===== src/rtl/amon_regs.vh =====
`ifndef AMON_REGS_VH
`define AMON_REGS_VH

// register byte offsets
`define AMON_CTRL_OFS      12'h000
`define AMON_CODE_OFS      12'h004
`define AMON_TEMP_LIM_OFS  12'h008
`define AMON_VALVE_LIM_OFS 12'h00c
`define AMON_STATUS_OFS    12'h010
`define AMON_DIAG_OFS      12'h014
`define AMON_CLEAR_OFS     12'h018
`define AMON_IRQ_STAT_OFS  12'h01c
`define AMON_IRQ_MASK_OFS  12'h020

// alarm channel indices
`define AMON_CH_DIAG  0
`define AMON_CH_TEMP  1
`define AMON_CH_PWR   2
`define AMON_CH_VALVE 3

// control register fields
`define AMON_CTRL_LATCH_LSB   0
`define AMON_CTRL_CONTACT_LSB 8

// limit register fields
`define AMON_LIM_LO_LSB 0
`define AMON_LIM_HI_LSB 8

// status register fields
`define AMON_STAT_IND_LSB     0
`define AMON_STAT_COND_LSB    8
`define AMON_STAT_CODE_LSB    16
`define AMON_STAT_CONTACT_BIT 20
`define AMON_STAT_PIN_BIT     21
`define AMON_STAT_RED_BIT     22

// reset values
`define AMON_CTRL_RST      32'h0000_0f00
`define AMON_CODE_RST      16'h367c
`define AMON_TEMP_LO_RST   8'h05
`define AMON_TEMP_HI_RST   8'h3c
`define AMON_VALVE_LO_RST  8'h00
`define AMON_VALVE_HI_RST  8'h63
`define AMON_MASK_RST      4'h0

// answer latency of the bus slave, in access cycles
`define AMON_WAIT_CYCLES   1

`endif


===== src/rtl/amon_top.v =====
`timescale 1ns/100ps
// Operation
// - led shows highest active alarm code
// - non-latching alarm follows present violation
// - latching alarm holds until user clear
// - clear during violation re-latches at once
// - contact closes for contact-enabled active alarms
// - below low limit alarms, limit alarms only
// - above high limit alarms, limit alarms only
// - temperature defaults code 7, 5..60
// - valve drive defaults code 3, 0..99
// - power failure defaults code 6, state
// - any self-test failure raises red diagnostic
// - working memory test failure feeds diagnostic
// - nonvolatile and checksum failures feed diagnostic
// - per-test failure status readable by software
`include "amon_regs.vh"

module amon_top #(
	parameter NA = 4, // alarm channels
	parameter VW = 8, // monitored value width
	parameter CW = 4  // alarm code width
) (
	input  wire          pclk,
	input  wire          presetn,
	input  wire          psel,
	input  wire          penable,
	input  wire          pwrite,
	input  wire [11:0]   paddr,
	input  wire [31:0]   pwdata,
	output reg  [31:0]   prdata_q,
	output reg           pready_q,
	output reg           pslverr_q,
	input  wire [VW-1:0] temp_pct,
	input  wire [VW-1:0] valve_pct,
	input  wire          pwr_fail_pin,
	input  wire          ram_fail,
	input  wire          nvm_fail,
	input  wire          csum_fail,
	output reg  [CW-1:0] led_code_q,
	output reg           red_led_q,
	input  wire          contact_i,
	output reg           contact_o_q,
	output reg           contact_oe_q,
	output reg           irq_q
);

	// control and configuration registers
	reg  [31:0]      ctrl_q;        // latch and contact enables
	reg  [NA*CW-1:0] code_q;        // alarm codes, four bits each
	reg  [VW-1:0]    temp_lo_q;     // temperature low limit
	reg  [VW-1:0]    temp_hi_q;     // temperature high limit
	reg  [VW-1:0]    valve_lo_q;    // valve drive low limit
	reg  [VW-1:0]    valve_hi_q;    // valve drive high limit
	reg  [NA-1:0]    irq_stat_q;    // sticky rising-edge events
	reg  [NA-1:0]    irq_mask_q;    // interrupt enables
	reg  [NA-1:0]    ind_prev_q;    // indication one cycle back
	reg  [NA-1:0]    clear_q;       // one-cycle clear pulses

	// pin synchronisers
	reg              pwr_s1_q;      // power-fail first stage
	reg              pwr_s2_q;      // power-fail second stage
	reg              cin_s1_q;      // contact readback first stage
	reg              cin_s2_q;      // contact readback second stage

	// channel plumbing
	wire [NA*VW-1:0] val_flat;      // monitored values per channel
	wire [NA*VW-1:0] lo_flat;       // low limits per channel
	wire [NA*VW-1:0] hi_flat;       // high limits per channel
	wire [NA-1:0]    state_bad;     // state conditions per channel
	wire [NA-1:0]    cond;          // present violations
	wire [NA-1:0]    ind;           // indicated alarms
	wire [2:0]       diag_fail;     // held self-test status
	wire             diag_any;      // any self-test failed

	// bus decode
	wire             acc;           // access phase seen
	wire             wr_fire;       // write takes effect now
	wire             hit_ctrl;
	wire             hit_code;
	wire             hit_temp;
	wire             hit_valve;
	wire             hit_stat;
	wire             hit_diag;
	wire             hit_clr;
	wire             hit_istat;
	wire             hit_imask;
	wire             mapped;        // address decodes to a register

	// combinational results
	reg  [CW-1:0]    code_d;        // highest active code
	reg              contact_d;     // contact should close
	reg  [31:0]      rdata_d;       // read data mux
	integer          k;

	// power-fail arrives from a pin and crosses two flops first;
	// the contact readback takes the same path, and it resets high
	// because the pulled-up pin reads high while the contact is open,
	// so status shows no false closure straight after reset
	always @(posedge pclk or negedge presetn) begin
		if (!presetn) begin
			pwr_s1_q <= 1'b0;
			pwr_s2_q <= 1'b0;
			cin_s1_q <= 1'b1;
			cin_s2_q <= 1'b1;
		end else begin
			pwr_s1_q <= pwr_fail_pin;
			pwr_s2_q <= pwr_s1_q;
			cin_s1_q <= contact_i;
			cin_s2_q <= cin_s1_q;
		end
	end

	// self-test status; software clears by writing ones to diag.
	// the clear strobe is gated with the write edge so a read of the
	// same word, or a stalled access phase, never loses a failure
	amon_diag #(
		.NT (3)
	) u_diag (
		.pclk     (pclk),
		.presetn  (presetn),
		.fail     ({csum_fail, nvm_fail, ram_fail}),
		.clr      (pwdata[2:0] & {3{wr_fire & hit_diag}}),
		.fail_q   (diag_fail),
		.any_fail (diag_any)
	);

	// channel inputs: values and limits only for limit channels.
	// state channels get zero values and limits; the compare inside
	// them is not built, so the zeros cost nothing and read cleanly
	assign val_flat[`AMON_CH_DIAG*VW +: VW]  = {VW{1'b0}};
	assign val_flat[`AMON_CH_TEMP*VW +: VW]  = temp_pct;
	assign val_flat[`AMON_CH_PWR*VW +: VW]   = {VW{1'b0}};
	assign val_flat[`AMON_CH_VALVE*VW +: VW] = valve_pct;
	assign lo_flat[`AMON_CH_DIAG*VW +: VW]   = {VW{1'b0}};
	assign lo_flat[`AMON_CH_TEMP*VW +: VW]   = temp_lo_q;
	assign lo_flat[`AMON_CH_PWR*VW +: VW]    = {VW{1'b0}};
	assign lo_flat[`AMON_CH_VALVE*VW +: VW]  = valve_lo_q;
	assign hi_flat[`AMON_CH_DIAG*VW +: VW]   = {VW{1'b0}};
	assign hi_flat[`AMON_CH_TEMP*VW +: VW]   = temp_hi_q;
	assign hi_flat[`AMON_CH_PWR*VW +: VW]    = {VW{1'b0}};
	assign hi_flat[`AMON_CH_VALVE*VW +: VW]  = valve_hi_q;
	assign state_bad[`AMON_CH_DIAG]          = diag_any;
	assign state_bad[`AMON_CH_TEMP]          = 1'b0;
	assign state_bad[`AMON_CH_PWR]           = pwr_s2_q;
	assign state_bad[`AMON_CH_VALVE]         = 1'b0;

	// one channel per alarm; temperature and valve compare limits.
	// every channel owns one latch enable bit and one clear bit,
	// indexed by channel number, so adding a channel only needs a
	// new entry in the input plumbing above
	genvar gi;
	generate
		for (gi = 0; gi < NA; gi = gi + 1) begin : g_ch
			amon_chan #(
				.IS_LIMIT ((gi == `AMON_CH_TEMP) || (gi == `AMON_CH_VALVE)),
				.VW       (VW)
			) u_chan (
				.pclk      (pclk),
				.presetn   (presetn),
				.value     (val_flat[gi*VW +: VW]),
				.lim_lo    (lo_flat[gi*VW +: VW]),
				.lim_hi    (hi_flat[gi*VW +: VW]),
				.state_bad (state_bad[gi]),
				.latch_en  (ctrl_q[`AMON_CTRL_LATCH_LSB + gi]),
				.clear     (clear_q[gi]),
				.cond      (cond[gi]),
				.ind_q     (ind[gi])
			);
		end
	endgenerate

	// highest code among active alarms; equal codes are harmless.
	// strict greater-than keeps the first of two equal codes, which
	// gives the same value on the led either way.
	// contact uses the indication, so a latched alarm keeps the
	// contact closed until it is cleared
	always @* begin
		code_d    = {CW{1'b0}};
		contact_d = 1'b0;
		for (k = 0; k < NA; k = k + 1) begin
			if (ind[k] && (code_q[k*CW +: CW] > code_d)) begin
				code_d = code_q[k*CW +: CW];
			end
			if (ind[k] && ctrl_q[`AMON_CTRL_CONTACT_LSB + k]) begin
				contact_d = 1'b1;
			end
		end
	end

	// indicator and contact outputs, all registered.
	// the extra flop costs one cycle of latency but keeps the pins
	// free of glitches from the priority search above
	always @(posedge pclk or negedge presetn) begin
		if (!presetn) begin
			led_code_q   <= {CW{1'b0}};
			red_led_q    <= 1'b0;
			contact_o_q  <= 1'b0;
			contact_oe_q <= 1'b0;
			irq_q        <= 1'b0;
		end else begin
			led_code_q   <= code_d;
			red_led_q    <= ind[`AMON_CH_DIAG];
			contact_o_q  <= 1'b0;                  // open collector pulls low
			contact_oe_q <= contact_d;
			irq_q        <= |(irq_stat_q & irq_mask_q);
		end
	end

	// apb decode; slave answers on the second access cycle
	assign acc       = psel & penable;
	assign wr_fire   = acc & pready_q & pwrite;
	assign hit_ctrl  = (paddr == `AMON_CTRL_OFS);
	assign hit_code  = (paddr == `AMON_CODE_OFS);
	assign hit_temp  = (paddr == `AMON_TEMP_LIM_OFS);
	assign hit_valve = (paddr == `AMON_VALVE_LIM_OFS);
	assign hit_stat  = (paddr == `AMON_STATUS_OFS);
	assign hit_diag  = (paddr == `AMON_DIAG_OFS);
	assign hit_clr   = (paddr == `AMON_CLEAR_OFS);
	assign hit_istat = (paddr == `AMON_IRQ_STAT_OFS);
	assign hit_imask = (paddr == `AMON_IRQ_MASK_OFS);
	assign mapped    = hit_ctrl | hit_code | hit_temp | hit_valve | hit_stat |
	                   hit_diag | hit_clr | hit_istat | hit_imask;

	// read mux; write-only and unmapped words read as zero
	always @* begin
		rdata_d = 32'h0000_0000;
		case (1'b1)
			hit_ctrl: begin
				rdata_d = ctrl_q;
			end
			hit_code: begin
				rdata_d[NA*CW-1:0] = code_q;
			end
			hit_temp: begin
				rdata_d[`AMON_LIM_LO_LSB +: VW] = temp_lo_q;
				rdata_d[`AMON_LIM_HI_LSB +: VW] = temp_hi_q;
			end
			hit_valve: begin
				rdata_d[`AMON_LIM_LO_LSB +: VW] = valve_lo_q;
				rdata_d[`AMON_LIM_HI_LSB +: VW] = valve_hi_q;
			end
			hit_stat: begin
				rdata_d[`AMON_STAT_IND_LSB +: NA]  = ind;
				rdata_d[`AMON_STAT_COND_LSB +: NA] = cond;
				rdata_d[`AMON_STAT_CODE_LSB +: CW] = led_code_q;
				rdata_d[`AMON_STAT_CONTACT_BIT]    = contact_oe_q;
				rdata_d[`AMON_STAT_PIN_BIT]        = cin_s2_q;
				rdata_d[`AMON_STAT_RED_BIT]        = red_led_q;
			end
			hit_diag: begin
				rdata_d[2:0] = diag_fail;
			end
			hit_istat: begin
				rdata_d[NA-1:0] = irq_stat_q;
			end
			hit_imask: begin
				rdata_d[NA-1:0] = irq_mask_q;
			end
			default: begin
				rdata_d = 32'h0000_0000;
			end
		endcase
	end

	// apb handshake: one wait cycle, then pready for one cycle.
	// read data is captured in the wait cycle and zeroed otherwise,
	// so a stale word never sits on the bus between transfers;
	// pready dropping after one cycle lets a master start the
	// next setup phase directly after the answer
	always @(posedge pclk or negedge presetn) begin
		if (!presetn) begin
			pready_q  <= 1'b0;
			pslverr_q <= 1'b0;
			prdata_q  <= 32'h0000_0000;
		end else begin
			pready_q  <= acc & ~pready_q;
			pslverr_q <= acc & ~pready_q & ~mapped;
			if (acc && !pready_q && !pwrite) begin
				prdata_q <= rdata_d;
			end else begin
				prdata_q <= 32'h0000_0000;
			end
		end
	end

	// configuration writes; reset gives the documented defaults
	always @(posedge pclk or negedge presetn) begin
		if (!presetn) begin
			ctrl_q     <= `AMON_CTRL_RST;
			code_q     <= `AMON_CODE_RST;
			temp_lo_q  <= `AMON_TEMP_LO_RST;
			temp_hi_q  <= `AMON_TEMP_HI_RST;
			valve_lo_q <= `AMON_VALVE_LO_RST;
			valve_hi_q <= `AMON_VALVE_HI_RST;
			irq_mask_q <= `AMON_MASK_RST;
		end else if (wr_fire) begin
			if (hit_ctrl) begin
				ctrl_q <= pwdata;
			end
			if (hit_code) begin
				code_q <= pwdata[NA*CW-1:0];
			end
			if (hit_temp) begin
				temp_lo_q <= pwdata[`AMON_LIM_LO_LSB +: VW];
				temp_hi_q <= pwdata[`AMON_LIM_HI_LSB +: VW];
			end
			if (hit_valve) begin
				valve_lo_q <= pwdata[`AMON_LIM_LO_LSB +: VW];
				valve_hi_q <= pwdata[`AMON_LIM_HI_LSB +: VW];
			end
			if (hit_imask) begin
				irq_mask_q <= pwdata[NA-1:0];
			end
		end
	end

	// clear pulses last exactly one cycle after the write edge.
	// a channel with a live violation re-latches in that cycle, so
	// software may clear blindly and read status to see what stays
	always @(posedge pclk or negedge presetn) begin
		if (!presetn) begin
			clear_q <= {NA{1'b0}};
		end else if (wr_fire && hit_clr) begin
			clear_q <= pwdata[NA-1:0];
		end else begin
			clear_q <= {NA{1'b0}};
		end
	end

	// interrupt events: a new indication sets its bit; set beats w1c.
	// only rising indications count, so a held alarm raises one event
	// and not a stream of them
	always @(posedge pclk or negedge presetn) begin
		if (!presetn) begin
			ind_prev_q <= {NA{1'b0}};
			irq_stat_q <= {NA{1'b0}};
		end else begin
			ind_prev_q <= ind;
			if (wr_fire && hit_istat) begin
				irq_stat_q <= (ind & ~ind_prev_q) | (irq_stat_q & ~pwdata[NA-1:0]);
			end else begin
				irq_stat_q <= (ind & ~ind_prev_q) | irq_stat_q;
			end
		end
	end

endmodule


===== src/rtl/amon_chan.v =====
`timescale 1ns/100ps
// one alarm channel: limit or state compare plus optional latch
module amon_chan #(
	parameter IS_LIMIT = 1,  // 1 limit-monitoring, 0 state-monitoring
	parameter VW       = 8   // width of monitored value
) (
	input  wire          pclk,
	input  wire          presetn,
	input  wire [VW-1:0] value,       // monitored value, percent
	input  wire [VW-1:0] lim_lo,      // low limit
	input  wire [VW-1:0] lim_hi,      // high limit
	input  wire          state_bad,   // state condition for state alarms
	input  wire          latch_en,    // latching attribute
	input  wire          clear,       // one-cycle user clear
	output wire          cond,        // present violation
	output reg           ind_q        // indicated alarm
);

	reg ind_d; // next indication

	// limits only matter for limit alarms; state alarms ignore them
	generate
		if (IS_LIMIT != 0) begin : g_lim
			assign cond = (value < lim_lo) | (value > lim_hi);
		end else begin : g_state
			assign cond = state_bad;
		end
	endgenerate

	// latch logic: present violation always wins, so a clear during
	// a live violation re-latches in the same cycle
	always @* begin
		if (latch_en) begin
			ind_d = cond | (ind_q & ~clear);
		end else begin
			ind_d = cond;
		end
	end

	// indication flop
	always @(posedge pclk or negedge presetn) begin
		if (!presetn) begin
			ind_q <= 1'b0;
		end else begin
			ind_q <= ind_d;
		end
	end

endmodule


===== src/rtl/amon_diag.v =====
`timescale 1ns/100ps
// sticky per-test self-test failure status
module amon_diag #(
	parameter NT = 3 // number of self-tests
) (
	input  wire          pclk,
	input  wire          presetn,
	input  wire [NT-1:0] fail,     // failure reports, one bit per test
	input  wire [NT-1:0] clr,      // write-one-to-clear strobes
	output reg  [NT-1:0] fail_q,   // held failure status
	output wire          any_fail  // feeds the diagnostic alarm
);

	// a new failure in the clear cycle is kept: set beats clear
	always @(posedge pclk or negedge presetn) begin
		if (!presetn) begin
			fail_q <= {NT{1'b0}};
		end else begin
			fail_q <= fail | (fail_q & ~clr);
		end
	end

	assign any_fail = |fail_q;

endmodule


===== config.mk =====
export PLATFORM = sky130hd
export DESIGN_NAME = amon_top
export DESIGN_NICKNAME = d
export VERILOG_FILES = /design/src/rtl/amon_top.v /design/src/rtl/amon_chan.v /design/src/rtl/amon_diag.v
export VERILOG_INCLUDE_DIRS = /design/src /design/src/rtl
export SDC_FILE = /design/constraint.sdc
export NUM_CORES = 1
export LEC_CHECK = 0
export BUFFER_PORTS_ARGS = -buffer_cell sky130_fd_sc_hd__buf_2
export CAP_MARGIN = 20
export CORE_ASPECT_RATIO = 0.75
export CORE_MARGIN = 3
export CORE_UTILIZATION = 40
export DETAILED_ROUTE_END_ITERATION = 8
export MAX_ROUTING_LAYER = met4
export SETUP_SLACK_MARGIN = 0.3
export SYNTH_ARGS = -nofsm -noshare
export SYNTH_HDL_FRONTEND = slang
export SYNTH_SLANG_ARGS = --single-unit

===== constraint.sdc =====
create_clock -name pclk -period 6.1 [get_ports pclk]
set_clock_uncertainty 0.1 [all_clocks]
set_input_delay 0 -clock pclk [delete_from_list [all_inputs] [get_ports pclk]]
set_output_delay 0 -clock pclk [all_outputs]
set_load 0.02 [all_outputs]

==> results.toml <==
[placement]
gp_congestion = 0.9331
place.port_buffers = 110
dp_slack_ns = 1.236
dp_hpwl_mm = 13.68

[clock_tree]
cts_buffer_depth = 2
cts_tree = "done"
cts_resized = 0
clkLatencyLatePin_ns = 0.43
clock-sinks = 147
clkTransAtPathRegs_ns = 0.07
cts_setup_buffers = 0
tritoncts.num_buffers = 17
root_buffer = "clkbuf_16"
holdBufCountCts = 50
htree_levels = 4

[detailed_routing]
first_pass_iters = 5
viasPerCell = 5.324
drt_wl_total_mm = 19.03
dr_total_vias = 5516
drtIter0Drc = 590
drc_errors = 0
final_antenna_net_count = 0
routedWlPerCell_um = 18.37

[grt]
grt_pass1_wl_mm = 30.45
overflow = 0
grt_util_all_layers_pct = 20.88
grt_start_max_net_pins = 75
grt_pass1_vias = 5575
antenna_found_initial = 0

[setup_path]
critPathMaxFanout = 9
r2r-start = "g_ch[0].u_chan.ind_q"
critPathKind = "reg -> reg"
cp.arrival_ns = 5.17
startpoint_type = "register"
cp_data_required_time_ns = 6.32
cp-startpoint = "g_ch[0].u_chan.ind_q"
cp-end-kind = "register"

[synth]
syn-num-nets = 739
syn_avg_cell_area_um2 = 11.34
yosysWarnings = 0
synth_cell_types = 47
mappedNetlistArea_um2 = 7121
synth_seq_cells = 147
async_flop_share_pct = 100.0
synth_edf_count = 0
netlist_instances = 628
synth_top_area_share_pct = 42.87
synth.area.top_cells = "dfrtp_1, mux2_2, dfstp_2, ha_1, nand2_1"
synthFlopType = "dfrtp_1"
yosysSeqAreaShare_pct = 52.10
synth_area_leader_cell = "dfrtp_1"
yosys-top-cells-count = "dfrtp_1, mux2_2, nand2_1, inv_1, nor2_1"
yosysMostFrequentCell = "dfrtp_1"

[sta]
fin_ws_ns = 1.150
worst_slew_pin_slew_ns = 1.061
rsz0062_at_grt = "false"
period_minus_slack_ns = 4.950
slew_headroom_pct = 29.24
slew_viol_final = 0
final-setup-viol-count = 0
max_freq_ghz = 0.2020
finalHoldViolCount = 0
finalCritPeriodShare_pct = 81.14
fin_setup_tns_ns = 0

[hold_path]
hold_path_class = "in -> reg"
min-delay-start = "psel"

[layout]
num_antenna_cells = 0
nets = 898
drive_gt1_share_pct = 31.62
area_growth_pct = 26.22
n_fill_cell = 1516

[power]
leakage_nw = 4.289
powerDensity_nw_per_um2 = 244.7
peakVddDrop_uv = 151.2

[die]
boundaryPins = 112
core_um2 = 17130
start_util_pct = 41.56
die_h_um = 121.5
die_w_um = 160.1
rows = 41
dieArea_um2 = 19450

[status]
status = "complete, no violations"

[job]
drv_cap = 0
placed cells by master, fill, tap and decap left out, types with 4 or more instances in the layout:
| cell type | count |
|---|---|
| and3_1 | 10 |
| dfrtp_1 | 122 |
| a21oi_1 | 31 |
| a211oi_1 | 5 |
| buf_2 | 109 |
| nand2b_1 | 12 |
| or3_1 | 6 |
| inv_6 | 5 |
| dfstp_2 | 25 |
| nor2_1 | 41 |
| and2_1 | 6 |
| or2_2 | 4 |
| dlygate4sd3_1 | 50 |
| a221oi_1 | 6 |
| clkbuf_16 | 17 |
| inv_1 | 43 |
| mux2i_1 | 10 |
| mux2_2 | 61 |
| a22oi_1 | 14 |
| mux2_1 | 9 |
| nand2_1 | 46 |
| nor3_1 | 5 |
| mux2_4 | 10 |
| nor2b_1 | 5 |
| a21o_1 | 14 |
| o22ai_1 | 10 |
| buf_4 | 5 |
| o21ai_0 | 29 |
| ha_1 | 41 |
| nand4_1 | 8 |
| a222oi_1 | 4 |
| o211ai_1 | 4 |
worst max-delay path, cell delays in order, from the launching register on:
cell	delay, ns
dfrtp_1	0.48
nand2_1	0.13
ha_1	0.30
nor2b_1	0.13
o211ai_1	0.25
a21oi_1	0.19
nor2_1	0.13
a21oi_1	0.06
ha_1	0.34
nand2_1	0.09
a2111oi_0	0.46
nor2_1	0.09
a211oi_1	0.45
mux2_2	0.42
ha_1	0.30
o21ai_0	0.09
nand2b_1	0.08
a21oi_1	0.06
nor2_1	0.31
mux2_2	0.38
metal layers:
layer  global-route usage [%]  up-vias  routed length, um
met1                    30.06     2721               9269
met4                    4.878        0                165
met5                        -        -                  0
li1                         -     2541                  -
met2                    30.26      239               8283
met3                    4.691       15               1313
worst paths after layout:
check | endpoint | slack, ns | cells past startpoint
max in group asynchronous | temp_lo_q[3] | 4.47 | 3
worst min register to register | pwr_s2_q | 0.25 | 0
min in group asynchronous | prdata_q[21] | 0.05 | 2
worst max register to register | led_code_q[0] | 1.15 | 19
worst min-delay path | prdata_q[25] | 0.03 | 4
worst max-delay path | led_code_q[0] | 1.15 | 19
power by group:
part           switching (W)  leakage (nW)  total (W)  internal [W]
clock               0.000447         0.285    0.00106      0.000614
combinational      0.0000850          2.15   0.000148     0.0000630
sequential        0.00000599          1.86   0.000990      0.000984
total               0.000538          4.29    0.00220       0.00166
flip-flops by register name, summed over array words and instances (netlist names), 8 cells and up:
signal      count
prdata_q       32
valve_hi_q      8
code_q         16
valve_lo_q      8
temp_lo_q       8
ctrl_q         32
temp_hi_q       8
stage by stage:
stage,util (%),power [W],hold slack (ns),cells,instance area [um2]
6_report,52.45,0.002199,0.02926,1036,8987
3_5_place_dp,46.05,0.001133,-0.03092,954,7890
3_3_place_gp,46.05,0.001129,-0.04239,954,7890
2_1_floorplan,-,0.001057,-0.3956,628,7121
5_1_grt,52.45,0.002279,0.05736,1036,8987
4_1_cts,52.45,0.002219,0.01325,1036,8987
cell type report:
type                            count  area (um2)  area share, %
Clock buffer                       17       425.4          4.733
Clock inverter                     15       171.4          1.907
Inverter                           43       161.4          1.796
Multi-Input combinational cell    413        3129          34.82
Sequential cell                   147        3710          41.28
Tap cell                          236       295.3          3.286
Timing Repair Buffer              165        1095          12.18
cell families after synthesis:
kind of cell               Yosys count  synth area share [%]
AOI/OAI and AO/OA                  126                 11.30
and+or+nand+nor                    154                 10.56
adders and majority gates           41                 7.204
muxes                               90                 14.58
xor gates and xnor gates             1                0.1230
other                                1               0.05266
buffers and inverters               68                 4.077
DFF                                147                 52.10
No activity file was read; power rests on OpenSTA's default activity.
